**src/hw/sfc_pkg.sv**
```systemverilog
// sfc_pkg: shared constants and carrier types of the supply fault conditioner
// assumes: included first; no other package needed
package sfc_pkg;
   localparam int unsigned CLK_MHZ        = 100;
   localparam int unsigned FILT_MAX_US    = 100;
   localparam int unsigned FILT_MAX_CYC   = FILT_MAX_US * CLK_MHZ;
   localparam int unsigned PULSE_MAX_US   = 100;
   localparam int unsigned PULSE_MAX_CYC  = PULSE_MAX_US * CLK_MHZ;
   localparam int unsigned N_CHAN         = 10;
   localparam int unsigned N_DED          = 5;
   localparam int unsigned N_DUAL         = 5;
   localparam int unsigned THR_W          = 8;
   localparam int unsigned HYS_W          = 5;
   localparam int unsigned CNT_W          = 14;
   localparam int unsigned CODE_FULL      = 255;
   localparam logic [4:0]  HYS_MAX        = 5'h1f;
   localparam logic [CNT_W-1:0] CNT_RST   = 14'h0000;
   localparam logic [THR_W-1:0] CODE_RST  = 8'h00;
   localparam int unsigned HV_IDX         = 0;
   localparam int unsigned FIRST_POS_IDX  = 1;

   typedef enum logic [1:0] {
      SFC_MODE_UV  = 2'b00,
      SFC_MODE_OV  = 2'b01,
      SFC_MODE_WIN = 2'b10,
      SFC_MODE_OFF = 2'b11
   } sfc_mode_e;

   typedef enum logic [1:0] {
      SFC_RNG_LOW  = 2'b00,
      SFC_RNG_MID  = 2'b01,
      SFC_RNG_HIGH = 2'b10,
      SFC_RNG_TOP  = 2'b11
   } sfc_range_e;

   // one detector's settings; thresholds are codes on the range scale
   typedef struct packed {
      sfc_mode_e        mode;
      sfc_range_e       range;
      logic [THR_W-1:0] uv_code;
      logic [THR_W-1:0] ov_code;
      logic [HYS_W-1:0] hys_code;
      logic [CNT_W-1:0] filt_cyc;
   } sfc_det_cfg_s;

   // logic-input settings of a dual channel
   typedef struct packed {
      logic             use_logic;
      logic             edge_mode;
      logic [CNT_W-1:0] pulse_cyc;
   } sfc_dig_cfg_s;
endpackage

```
**src/hw/sfc_glitch_filter.sv**
```systemverilog
// sfc_glitch_filter: passes a level only once it has held for filt_cyc
// assumes: input is synchronous to clk_sys_in
`timescale 1ns/1ps
module sfc_glitch_filter
   import sfc_pkg::*;
(
   // clock and reset
   input  wire logic             clk_sys_in,
   input  wire logic             rst_b_in,
   // data
   input  wire logic [CNT_W-1:0] filt_cyc_in,
   input  wire logic             raw_in,
   output logic                  filt_out
);
   import sfc_pkg::*;
   logic [CNT_W-1:0] cnt_reg;

   // count how long the raw level differs from the output; a pulse
   // shorter than the timeout is dropped, a longer one shows after it
   always_ff @(posedge clk_sys_in) begin
      if (!rst_b_in) begin
         cnt_reg  <= CNT_RST;
         filt_out <= 1'b0;
      end else if (raw_in == filt_out) begin
         cnt_reg <= CNT_RST;
      end else if (cnt_reg + 14'h0001 >= filt_cyc_in) begin
         cnt_reg  <= CNT_RST;
         filt_out <= raw_in;
      end else begin
         cnt_reg <= cnt_reg + 14'h0001;
      end
   end
endmodule

```
**src/hw/sfc_detector.sv**
```systemverilog
// sfc_detector: one threshold detector with hysteresis and glitch filter
// assumes: level codes come from a converter already scaled to the range
`timescale 1ns/1ps
module sfc_detector
   import sfc_pkg::*;
(
   // clock and reset
   input  wire logic             clk_sys_in,
   input  wire logic             rst_b_in,
   // settings and input
   input  wire sfc_det_cfg_s     cfg_in,
   input  wire logic             enable_in,
   input  wire logic [THR_W-1:0] level_in,
   // result
   output logic                  fault_out
);
   import sfc_pkg::*;
   logic       uv_reg;
   logic       ov_reg;
   logic       raw;
   logic [8:0] uv_release;
   logic [8:0] ov_release;

   // release points widened by one bit so uv_release cannot wrap; an ov_release wrap is caught below
   assign uv_release = {1'b0, cfg_in.uv_code} + {4'h0, cfg_in.hys_code};
   assign ov_release = {1'b0, cfg_in.ov_code} - {4'h0, cfg_in.hys_code};

   // compare every cycle; hysteresis only widens the clear point
   always_ff @(posedge clk_sys_in) begin
      if (!rst_b_in || !enable_in) begin
         uv_reg <= 1'b0;
         ov_reg <= 1'b0;
      end else begin
         if (!uv_reg)
            uv_reg <= (level_in < cfg_in.uv_code);
         else
            uv_reg <= ({1'b0, level_in} <= uv_release);
         if (!ov_reg)
            ov_reg <= (level_in > cfg_in.ov_code);
         else if (cfg_in.ov_code < {3'h0, cfg_in.hys_code})
            ov_reg <= 1'b1; // release point below code zero
         else
            ov_reg <= ({1'b0, level_in} >= ov_release);
      end
   end

   // fault kind selection
   always_comb begin
      case (cfg_in.mode)
         SFC_MODE_UV:  raw = uv_reg;
         SFC_MODE_OV:  raw = ov_reg;
         SFC_MODE_WIN: raw = uv_reg | ov_reg;
         default:      raw = 1'b0;
      endcase
   end

   sfc_glitch_filter u_filt (
      .clk_sys_in  (clk_sys_in),
      .rst_b_in    (rst_b_in & enable_in), // disabled: no stale fault
      .filt_cyc_in (cfg_in.filt_cyc),
      .raw_in      (raw),
      .filt_out    (fault_out)
   );
endmodule

```
**src/hw/sfc_top.sv**
```systemverilog
// sfc_top: ten-channel supply fault and logic input conditioner
// assumes: comparator levels arrive as 8-bit codes on the range scale,
// already scaled so the code compares directly against threshold codes;
// logic pins are asynchronous and synchronised here
// Overview of operation
// - ten channels: five dedicated detectors, five dual-function inputs.
// - a dual channel is either analog detector or logic input.
// - detector flags undervoltage, overvoltage or out-of-window.
// - each threshold is an 8-bit code, step of span over 255.
// - threshold equals span times code over 255 plus range bottom.
// - four ranges; high channel upper two, positive lower three.
// - dual-function analog detectors use only the lowest range.
// - comparisons evaluated every cycle on enabled channels.
// - hysteresis applies after a fault, widening the clear point.
// - hysteresis is a 5-bit code, maximum 31.
// - every detector output passes a glitch filter up to 100 us.
// - filter drops short pulses, passes long ones, delays by timeout.
// - logic-mode dual detectors become warning detectors on dedicated.
// - a warning detector uses the range of its shared channel.
// - warnings readable as status and ORed into one signal.
// - level mode outputs a buffered copy of the logic input.
// - edge mode emits one pulse of programmable width.
// - logic inputs use the same glitch filter.
// - conditioned logic outputs go to the sequencing engine.
// - sequencing engine sees the filtered fault outputs.
`timescale 1ns/1ps
module sfc_top
   import sfc_pkg::*;
(
   // clock and reset
   input  wire logic                         clk_sys_in,
   input  wire logic                         rst_b_in,
   // dedicated channel settings: index 0 high voltage, 1..4 positive
   input  wire sfc_det_cfg_s [N_DED-1:0]     ded_cfg_in,
   input  wire logic [N_DED-1:0]             ded_enable_in,
   input  wire logic [N_DED-1:0][THR_W-1:0]  ded_level_in,
   // dual channel settings; analog setting doubles as warning setting
   input  wire sfc_det_cfg_s [N_DUAL-1:0]    dual_cfg_in,
   input  wire sfc_dig_cfg_s [N_DUAL-1:0]    dual_dig_cfg_in,
   input  wire logic [N_DUAL-1:0]            dual_enable_in,
   input  wire logic [N_DUAL-1:0][THR_W-1:0] dual_level_in,
   // secondary levels seen on the dedicated pins for the warning detectors
   input  wire logic [N_DUAL-1:0][THR_W-1:0] warn_level_in,
   // logic pins of the dual-function inputs, asynchronous
   input  wire logic [N_DUAL-1:0]            dual_function_input_in,
   // results to the sequencing engine and status readback
   output logic [N_CHAN-1:0]                 channel_fault_out,
   output logic [N_DUAL-1:0]                 warning_status_out,
   output logic                              warning_any_out,
   output logic [N_DUAL-1:0]                 logic_input_out,
   output logic [N_DED-1:0]                  cfg_error_out
);
   import sfc_pkg::*;

   logic [N_DED-1:0]  ded_fault;
   logic [N_DUAL-1:0] dual_fault;
   logic [N_DUAL-1:0] warn_fault;
   logic [N_DUAL-1:0] sync1_reg;
   logic [N_DUAL-1:0] sync2_reg;
   logic [N_DUAL-1:0] dig_filt;
   logic [N_DUAL-1:0] dig_prev_reg;
   logic [N_DUAL-1:0] pulse_active_reg;
   logic [N_DUAL-1:0] logic_next;
   logic [N_DUAL-1:0][CNT_W-1:0] pulse_cnt_reg;
   sfc_det_cfg_s [N_DED-1:0]  ded_cfg_eff;
   sfc_det_cfg_s [N_DUAL-1:0] dual_cfg_eff;
   sfc_det_cfg_s [N_DUAL-1:0] warn_cfg_eff;

   // which dedicated channel a dual channel's warning detector shares
   function automatic int unsigned warn_host(input int unsigned idx);
      if (idx == N_DUAL - 1)
         return HV_IDX; // fifth dual maps to the high voltage input
      else
         return idx + FIRST_POS_IDX;
   endfunction

   // is a range legal for a channel kind; 0 high, 1 positive, 2 dual
   function automatic logic range_ok(input logic [1:0] kind,
                                     input sfc_range_e rng);
      case (kind)
         2'h0:    return (rng == SFC_RNG_HIGH) || (rng == SFC_RNG_TOP);
         2'h1:    return rng != SFC_RNG_TOP;
         default: return rng == SFC_RNG_LOW;
      endcase
   endfunction

   // clamp hysteresis to the 5-bit maximum
   function automatic logic [HYS_W-1:0] hys_clamp(input logic [HYS_W-1:0] h);
      return (h > HYS_MAX) ? HYS_MAX : h;
   endfunction

   // clamp a filter or pulse length to its 100 us ceiling
   function automatic logic [CNT_W-1:0] cyc_clamp(input logic [CNT_W-1:0] c);
      return (c > CNT_W'(FILT_MAX_CYC)) ? CNT_W'(FILT_MAX_CYC) : c;
   endfunction

   // effective settings: illegal dedicated ranges fall back to a legal one and are
   // flagged, since a wrong scale would place thresholds nowhere sensible
   genvar gi;
   generate
      for (gi = 0; gi < N_DED; gi++) begin : g_ded
         always_comb begin
            ded_cfg_eff[gi]          = ded_cfg_in[gi];
            ded_cfg_eff[gi].hys_code = hys_clamp(ded_cfg_in[gi].hys_code);
            ded_cfg_eff[gi].filt_cyc = cyc_clamp(ded_cfg_in[gi].filt_cyc);
            if (!range_ok((gi == HV_IDX) ? 2'h0 : 2'h1,
                          ded_cfg_in[gi].range)) begin
               ded_cfg_eff[gi].range =
                  (gi == HV_IDX) ? SFC_RNG_HIGH : SFC_RNG_LOW;
            end
         end

         // flag a bad range as a register so readback is stable
         always_ff @(posedge clk_sys_in) begin
            if (!rst_b_in)
               cfg_error_out[gi] <= 1'b0;
            else
               cfg_error_out[gi] <= !range_ok((gi == HV_IDX) ? 2'h0 : 2'h1,
                                              ded_cfg_in[gi].range);
         end

         // threshold codes compare on the range scale
         sfc_detector u_ded (
            .clk_sys_in (clk_sys_in),
            .rst_b_in   (rst_b_in),
            .cfg_in     (ded_cfg_eff[gi]),
            .enable_in  (ded_enable_in[gi]),
            .level_in   (ded_level_in[gi]),
            .fault_out  (ded_fault[gi])
         );
      end

      for (gi = 0; gi < N_DUAL; gi++) begin : g_dual
         // dual analog detector pinned to the lowest range
         always_comb begin
            dual_cfg_eff[gi]          = dual_cfg_in[gi];
            dual_cfg_eff[gi].range    = SFC_RNG_LOW;
            dual_cfg_eff[gi].hys_code = hys_clamp(dual_cfg_in[gi].hys_code);
            dual_cfg_eff[gi].filt_cyc = cyc_clamp(dual_cfg_in[gi].filt_cyc);
            warn_cfg_eff[gi]          = dual_cfg_eff[gi];
            warn_cfg_eff[gi].range    =
               ded_cfg_eff[warn_host(gi)].range;
         end

         // analog use only when not a logic input
         sfc_detector u_dual (
            .clk_sys_in (clk_sys_in),
            .rst_b_in   (rst_b_in),
            .cfg_in     (dual_cfg_eff[gi]),
            .enable_in  (dual_enable_in[gi] &
                         !dual_dig_cfg_in[gi].use_logic),
            .level_in   (dual_level_in[gi]),
            .fault_out  (dual_fault[gi])
         );

         // the same detector reused as warning on the dedicated input
         sfc_detector u_warn (
            .clk_sys_in (clk_sys_in),
            .rst_b_in   (rst_b_in),
            .cfg_in     (warn_cfg_eff[gi]),
            .enable_in  (dual_enable_in[gi] &
                         dual_dig_cfg_in[gi].use_logic),
            .level_in   (warn_level_in[gi]),
            .fault_out  (warn_fault[gi])
         );

         // logic path shares the detector's glitch filter design
         sfc_glitch_filter u_dig_filt (
            .clk_sys_in  (clk_sys_in),
            .rst_b_in    (rst_b_in),
            .filt_cyc_in (dual_cfg_eff[gi].filt_cyc),
            .raw_in      (sync2_reg[gi]),
            .filt_out    (dig_filt[gi])
         );

         // level copy or edge pulse; a zero width gives no pulse
         always_comb begin
            if (!dual_dig_cfg_in[gi].use_logic)
               logic_next[gi] = 1'b0;
            else if (!dual_dig_cfg_in[gi].edge_mode)
               logic_next[gi] = dig_filt[gi];
            else
               logic_next[gi] = pulse_active_reg[gi];
         end

         // pulse timer, restarted by each filtered transition
         always_ff @(posedge clk_sys_in) begin
            if (!rst_b_in) begin
               pulse_active_reg[gi] <= 1'b0;
               pulse_cnt_reg[gi]    <= CNT_RST;
            end else if (dig_filt[gi] != dig_prev_reg[gi] &&
                         cyc_clamp(dual_dig_cfg_in[gi].pulse_cyc)
                         != CNT_RST) begin
               pulse_active_reg[gi] <= 1'b1;
               pulse_cnt_reg[gi]    <=
                  cyc_clamp(dual_dig_cfg_in[gi].pulse_cyc) - 14'h0001;
            end else if (pulse_cnt_reg[gi] != CNT_RST) begin
               pulse_cnt_reg[gi] <= pulse_cnt_reg[gi] - 14'h0001;
            end else begin
               pulse_active_reg[gi] <= 1'b0;
            end
         end
      end
   endgenerate

   // two-flop synchroniser on the logic pins, then edge history
   always_ff @(posedge clk_sys_in) begin
      if (!rst_b_in) begin
         sync1_reg    <= 5'h00;
         sync2_reg    <= 5'h00;
         dig_prev_reg <= 5'h00;
      end else begin
         sync1_reg    <= dual_function_input_in;
         sync2_reg    <= sync1_reg;
         dig_prev_reg <= dig_filt;
      end
   end

   // registered results; a dual channel in logic mode reports no fault
   always_ff @(posedge clk_sys_in) begin
      if (!rst_b_in) begin
         channel_fault_out  <= 10'h000;
         warning_status_out <= 5'h00;
         warning_any_out    <= 1'b0;
         logic_input_out    <= 5'h00;
      end else begin
         channel_fault_out  <= {dual_fault, ded_fault};
         warning_status_out <= warn_fault;
         warning_any_out    <= |warn_fault;
         logic_input_out    <= logic_next;
      end
   end

   // the first positive filter choice is software's concern

   AST_WARN_OR: assert property (@(posedge clk_sys_in) disable iff (!rst_b_in)
      warning_any_out == |warning_status_out)
      else $error("warning summary differs from status");
   AST_FAULT_REG: assert property (@(posedge clk_sys_in)
      disable iff (!rst_b_in)
      ##1 channel_fault_out == $past({dual_fault, ded_fault}))
      else $error("channel fault not the filtered result");
   AST_EXCL: assert property (@(posedge clk_sys_in) disable iff (!rst_b_in)
      dual_dig_cfg_in[3].use_logic [*3] |-> !channel_fault_out[8])
      else $error("logic channel shows an analog fault");
   AST_LEVEL: assert property (@(posedge clk_sys_in) disable iff (!rst_b_in)
      (dual_dig_cfg_in[1].use_logic && !dual_dig_cfg_in[1].edge_mode)
      |=> logic_input_out[1] == $past(dig_filt[1]))
      else $error("level mode output not a copy");
   AST_EDGE: assert property (@(posedge clk_sys_in) disable iff (!rst_b_in)
      (dual_dig_cfg_in[2].use_logic && dual_dig_cfg_in[2].edge_mode &&
       $stable(dual_dig_cfg_in[2]) && $rose(dig_filt[2]) &&
       dual_dig_cfg_in[2].pulse_cyc != CNT_RST)
      |-> ##2 logic_input_out[2])
      else $error("edge produced no pulse");
   AST_NOWARN: assert property (@(posedge clk_sys_in) disable iff (!rst_b_in)
      !dual_dig_cfg_in[1].use_logic [*3] |-> !warning_status_out[1])
      else $error("warning from an analog dual channel");
   AST_SYNC: assert property (@(posedge clk_sys_in) disable iff (!rst_b_in)
      ##2 sync2_reg == $past(dual_function_input_in, 2))
      else $error("logic pin not synchronised in two stages");
   AST_RANGE: assert property (@(posedge clk_sys_in) disable iff (!rst_b_in)
      ded_cfg_in[0].range == SFC_RNG_LOW |=> cfg_error_out[0])
      else $error("bad high voltage range not flagged");
   AST_HYS: assert property (@(posedge clk_sys_in) disable iff (!rst_b_in)
      ded_cfg_eff[1].hys_code <= HYS_MAX)
      else $error("hysteresis above maximum");

   COV_FAULT: cover property (@(posedge clk_sys_in) $rose(channel_fault_out[1]));
   COV_WARN:  cover property (@(posedge clk_sys_in) $rose(warning_any_out));
   COV_PULSE: cover property (@(posedge clk_sys_in) $rose(logic_input_out[2]));
endmodule

```
**config.mk**
```make
export PLATFORM = sky130hd
export DESIGN_NAME = sfc_top
export DESIGN_NICKNAME = d
export VERILOG_FILES = /design/src/hw/sfc_pkg.sv /design/src/hw/sfc_glitch_filter.sv /design/src/hw/sfc_detector.sv /design/src/hw/sfc_top.sv
export SDC_FILE = /design/constraint.sdc
export NUM_CORES = 2
export LEC_CHECK = 0
export BUFFER_PORTS_ARGS = -buffer_cell sky130_fd_sc_hd__buf_2
export CAP_MARGIN = 20
export CELL_PAD_IN_SITES_DETAIL_PLACEMENT = 1
export CELL_PAD_IN_SITES_GLOBAL_PLACEMENT = 1
export CORE_MARGIN = 5
export CORE_UTILIZATION = 35
export CTS_BUF_LIST = sky130_fd_sc_hd__clkbuf_2 sky130_fd_sc_hd__clkbuf_4 sky130_fd_sc_hd__clkbuf_8
export CTS_CLUSTER_DIAMETER = 40
export DETAILED_ROUTE_END_ITERATION = 6
export PLACE_DENSITY_LB_ADDON = 0.1
export SLEW_MARGIN = 10
export SYNTH_ARGS = -nofsm -noshare
export SYNTH_HDL_FRONTEND = slang
export SYNTH_SLANG_ARGS = --single-unit
```
**constraint.sdc**
```tcl
create_clock -name clk_sys_in -period 3.7 [get_ports clk_sys_in]
set_input_delay 0.74 -clock clk_sys_in [delete_from_list [all_inputs] [get_ports clk_sys_in]]
set_output_delay 0.74 -clock clk_sys_in [all_outputs]
set_load 0.005 [all_outputs]
```
==> out/metrics.sh <==
PATH_CLASS='reg2reg'
SLEW-LIMIT-HEADROOM=0.529
SYNTHCELLS=5056
LAYOUT_WORST_PATH_CYCLE_SHARE=0.888
PLACE.DETAILED.HPWL_UM=115000
MOSTFREQUENTLAYOUTCELLS='ha_1, buf_2, dfxtp_1'
SYN-NUM-NETS=6533
WORST-PATH-MAX-FANOUT=14
HOLD_REMOVAL_PATH_CLASS='in2reg'
RSZ_0062_RAISED_AFTER_GLOBAL_ROUTING='no'
CLOCK_INSERTION_DELAY_WORST_SKEW_NS=0.80
TRITONCTS='built'
POST_CTS_GATE_RESIZE_COUNT=0
PORTBUFFERS=621
PERIOD_NEEDED_NS=3.28
R2R_START='g_ded[3].u_ded.u_filt.cnt_reg[2]'
WORST_PATH_LARGEST_CELL_DELAY_NS=0.38
POWERDENSITY_nW_PER_UM2=361
INITIAL_CORE_UTIL=0.353
ENDPOINT_KIND='register'
HOLD_DEPTH=2
ROUTE.DETAILED.WL_PER_INST_UM=18.0
NUMBER_OF_ANTENNA_VIOLATIONS_AT_THE_FIRST_CHECK_IN_GLOBAL_ROUTING=54
FIRST_GLOBAL_VIAS=41000
FIN_NETS=7353
MAXIMUM_RESISTIVE_DROP_ON_VDD_mV=0.278
CRITICAL_PATH_BUF_INV_COUNT=1
NUM_IO_PINS=633
SYN_TO_FINAL_GROWTH_PCT=21.4
FINALINSTANCEAREA_UM2=50600
GRT_USAGE=0.209
SLEW_VIOLATIONS=0
WORST_SETUP_HOLD_PATH_CLK_SLEW_NS=0.06
DETAIL_ROUTE.FIRST_PASS.ITERATIONS=5
HOLD_START='dual_dig_cfg_in[32]'
NUMCLOCKSINKS=446
FIN_CLK_SKEW_NS=0.0496
CLK_PATH_BUF_DEPTH=3
DIEAREA_UM2=126000
POST-CTS-SETUP-BUFFERS=0
SYN-MEAN-INSTANCE-AREA_UM2=8.25
HOLD_PATH_END='pulse_cnt_reg[28]'
TIMING.MAX_CAP.VIOLATIONS=0
SYNTH_SEQ_AREA_SHARE=0.214
RUN_STATUS='completed'
SHARE_OF_FINAL_LAYOUT_STANDARD_CELLS_STRONGER_THAN_DRIVE_STRENGTH_1=0.178
SETUP_VIOL_COUNT_FINAL=0
YOSYS_REGISTER_BITS=446
WORST-ENDPOINT-REQUIRED_NS=4.41
DR.FIRST_ITER.DRC_COUNT=1207
PIN_COUNT_OF_THE_BIGGEST_NET_ENTERING_GLOBAL_ROUTING=44
FINALWEIGHTEDCONGESTION=0.828
CRITICAL_PATH_S_SLOWEST_CELL='dfxtp_1'
TIMING.CRITICAL_PATH.FROM_TYPE='register'
TIMING.CRITICAL_PATH.ARRIVAL_NS=3.99
CTS_BUFFERS=110
GLOBALROUTE.TOTALOVERFLOW=0
FINAL_CORE_UTILIZATION=0.428
WORST_PIN_SLEW_NS=0.699
DETAILED_PLACE.AREA_UM2=47800
SYNTH_ENABLE_FLOP_CELLS=0
ASYNC_S_R_FF_SHARE_SYNTH=0
CLOCK_TREE.HTREE_LEVEL_COUNT=3
FP.DIEH_UM=355
GRT_FIRST_PASS_WIRELENGTH_UM=215000
FIN_WORST_HOLD_SLACK_NS=0.176
REG2REG_DEPTH=14
FP_ROWS=126
DETAIL_ROUTE.VIAS_PER_CELL=5.18
NETLIST_AREA_UM2=41700
PREVAILING_POST_SYNTH_REGISTER_CELL='dfxtp_1'
TOTAL_LEAKAGE_POWER_uW=0.0241
ROUTED_WIRELENGTH_UM=136000
CTS_ROOT_BUF='clkbuf_8'
SYNTH_WARNINGS=0
POSTROUTEANTENNANETS=0
LAYOUT_COMMONEST_CELL='ha_1'
RRSETUPSLACK_NS=0.42
CP_CELL_SEQUENCE='and3_1, and3_1, nand4_1, nor3_1, xor2_1, ha_1, nand4_1, nor4_1, a211o_1, nor3b_1, a21oi_1, or3_1, buf_4, nor2b_1'
CP_TOP_FAMILY='simple AND/OR/NAND/NOR gates'
DIE_WIDTH_UM=355
TIMING.FINAL.HOLD_VIOLATIONS=0
SYNTH.DISTINCT_CELLS=92
VIA_COUNT=39000
PLACEABLECOREAREA_UM2=118000
WORSTREG2REGEND='g_ded[3].u_ded.u_filt.cnt_reg[10]'
REMAINING_DRC_ERRORS=0
FMAXACHIEVABLE_GHz=0.304
==> power by group <==
| part | internal [uW] | switching, uW |
|---|---|---|
| Combinational | 2460 | 3050 |
| Clock | 4740 | 2730 |
| Sequential | 5090 | 200 |
==> metal layers <==
layer	track usage	wire (um)
met5	0	226
met4	0.0534	2950
met3	0.0428	6800
met2	0.358	63000
met1	0.268	62700
==> synthesized netlist by cell type, drive strengths merged, types with 19 or more instances <==
cell type,n,share of area
a211o,20,0.0042
a211oi,49,0.0088
a21boi,34,0.0061
a21o,98,0.018
a21oi,309,0.037
a22oi,28,0.0056
a31oi,34,0.0051
and2,57,0.0086
and3,75,0.011
clkbuf,81,0.0073
dfxtp,446,0.21
fa,20,0.0096
ha,850,0.25
inv,357,0.032
mux2i,24,0.0058
nand2,308,0.028
nand2b,63,0.0094
nand3,176,0.021
nand4,122,0.018
nor2,414,0.037
nor2b,317,0.048
nor3,87,0.010
nor4,41,0.0063
o211ai,28,0.0050
o21a,53,0.0095
o21ai,219,0.026
o21bai,19,0.0034
o221ai,21,0.0046
o31ai,24,0.0043
or2,19,0.0028
or3,34,0.0051
xnor2,250,0.052
xor2,167,0.035
==> layout make-up <==
type | count | area [um2]
Tap cell | 1536 | 1920
Timing Repair Buffer | 806 | 4530
Multi-Input combinational cell | 4155 | 31100
Clock buffer | 149 | 1960
Inverter | 357 | 1340
Sequential cell | 446 | 8930
Antenna cell | 30 | 75.1
Fill cell | 14400 | 67600
Clock inverter | 55 | 820
==> what timing repair did <==
action,4_1_cts,5_1_grt
hold endpoints to repair,1,0
setup endpoints to repair,0,0
hold buffers,1,0
==> stage by stage <==
step           setup WS, ns  setup TNS [ns]  power, uW  instances
4_1_cts               0.376               0      18600       7504
3_5_place_dp         -0.205          -30.12      10900       7299
2_1_floorplan         0.131               0       9060       5056
6_report              0.415               0      18300       7534
5_1_grt               0.144               0      19600       7523
3_3_place_gp         -0.173          -12.44      10700       7299
==> cells by family (layout without fill, tap and decap cells) <==
family          Yosys count  in the layout  synth area share
compound gates         1052           1052             0.165
xor+xnor                417            417            0.0875
fa+ha+maj               874            874             0.265
buf+inv                 455           1367            0.0417
flops                   446            446             0.214
mux                      25             25           0.00603
other cells               0             30                 0
simple gates           1787           1787             0.221
==> worst max-delay path by stage <==
stage               cells past startpoint                             start  slack, ns                                  to
floorplan                              15                  dual_cfg_in[117]       0.13    g_dual[3].u_dig_filt.cnt_reg[12]
global placement                       17                  dual_cfg_in[117]      -0.17    g_dual[3].u_dig_filt.cnt_reg[12]
detailed placement                     16                  dual_cfg_in[118]      -0.21  g_dual[3].u_warn.u_filt.cnt_reg[4]
CTS                                    14  g_ded[3].u_ded.u_filt.cnt_reg[2]       0.38   g_ded[3].u_ded.u_filt.cnt_reg[10]
global route                           14  g_ded[3].u_ded.u_filt.cnt_reg[2]       0.14   g_ded[3].u_ded.u_filt.cnt_reg[10]
finish                                 14  g_ded[3].u_ded.u_filt.cnt_reg[2]       0.42   g_ded[3].u_ded.u_filt.cnt_reg[10]
Note: power is estimated with default switching activity, not from simulation.
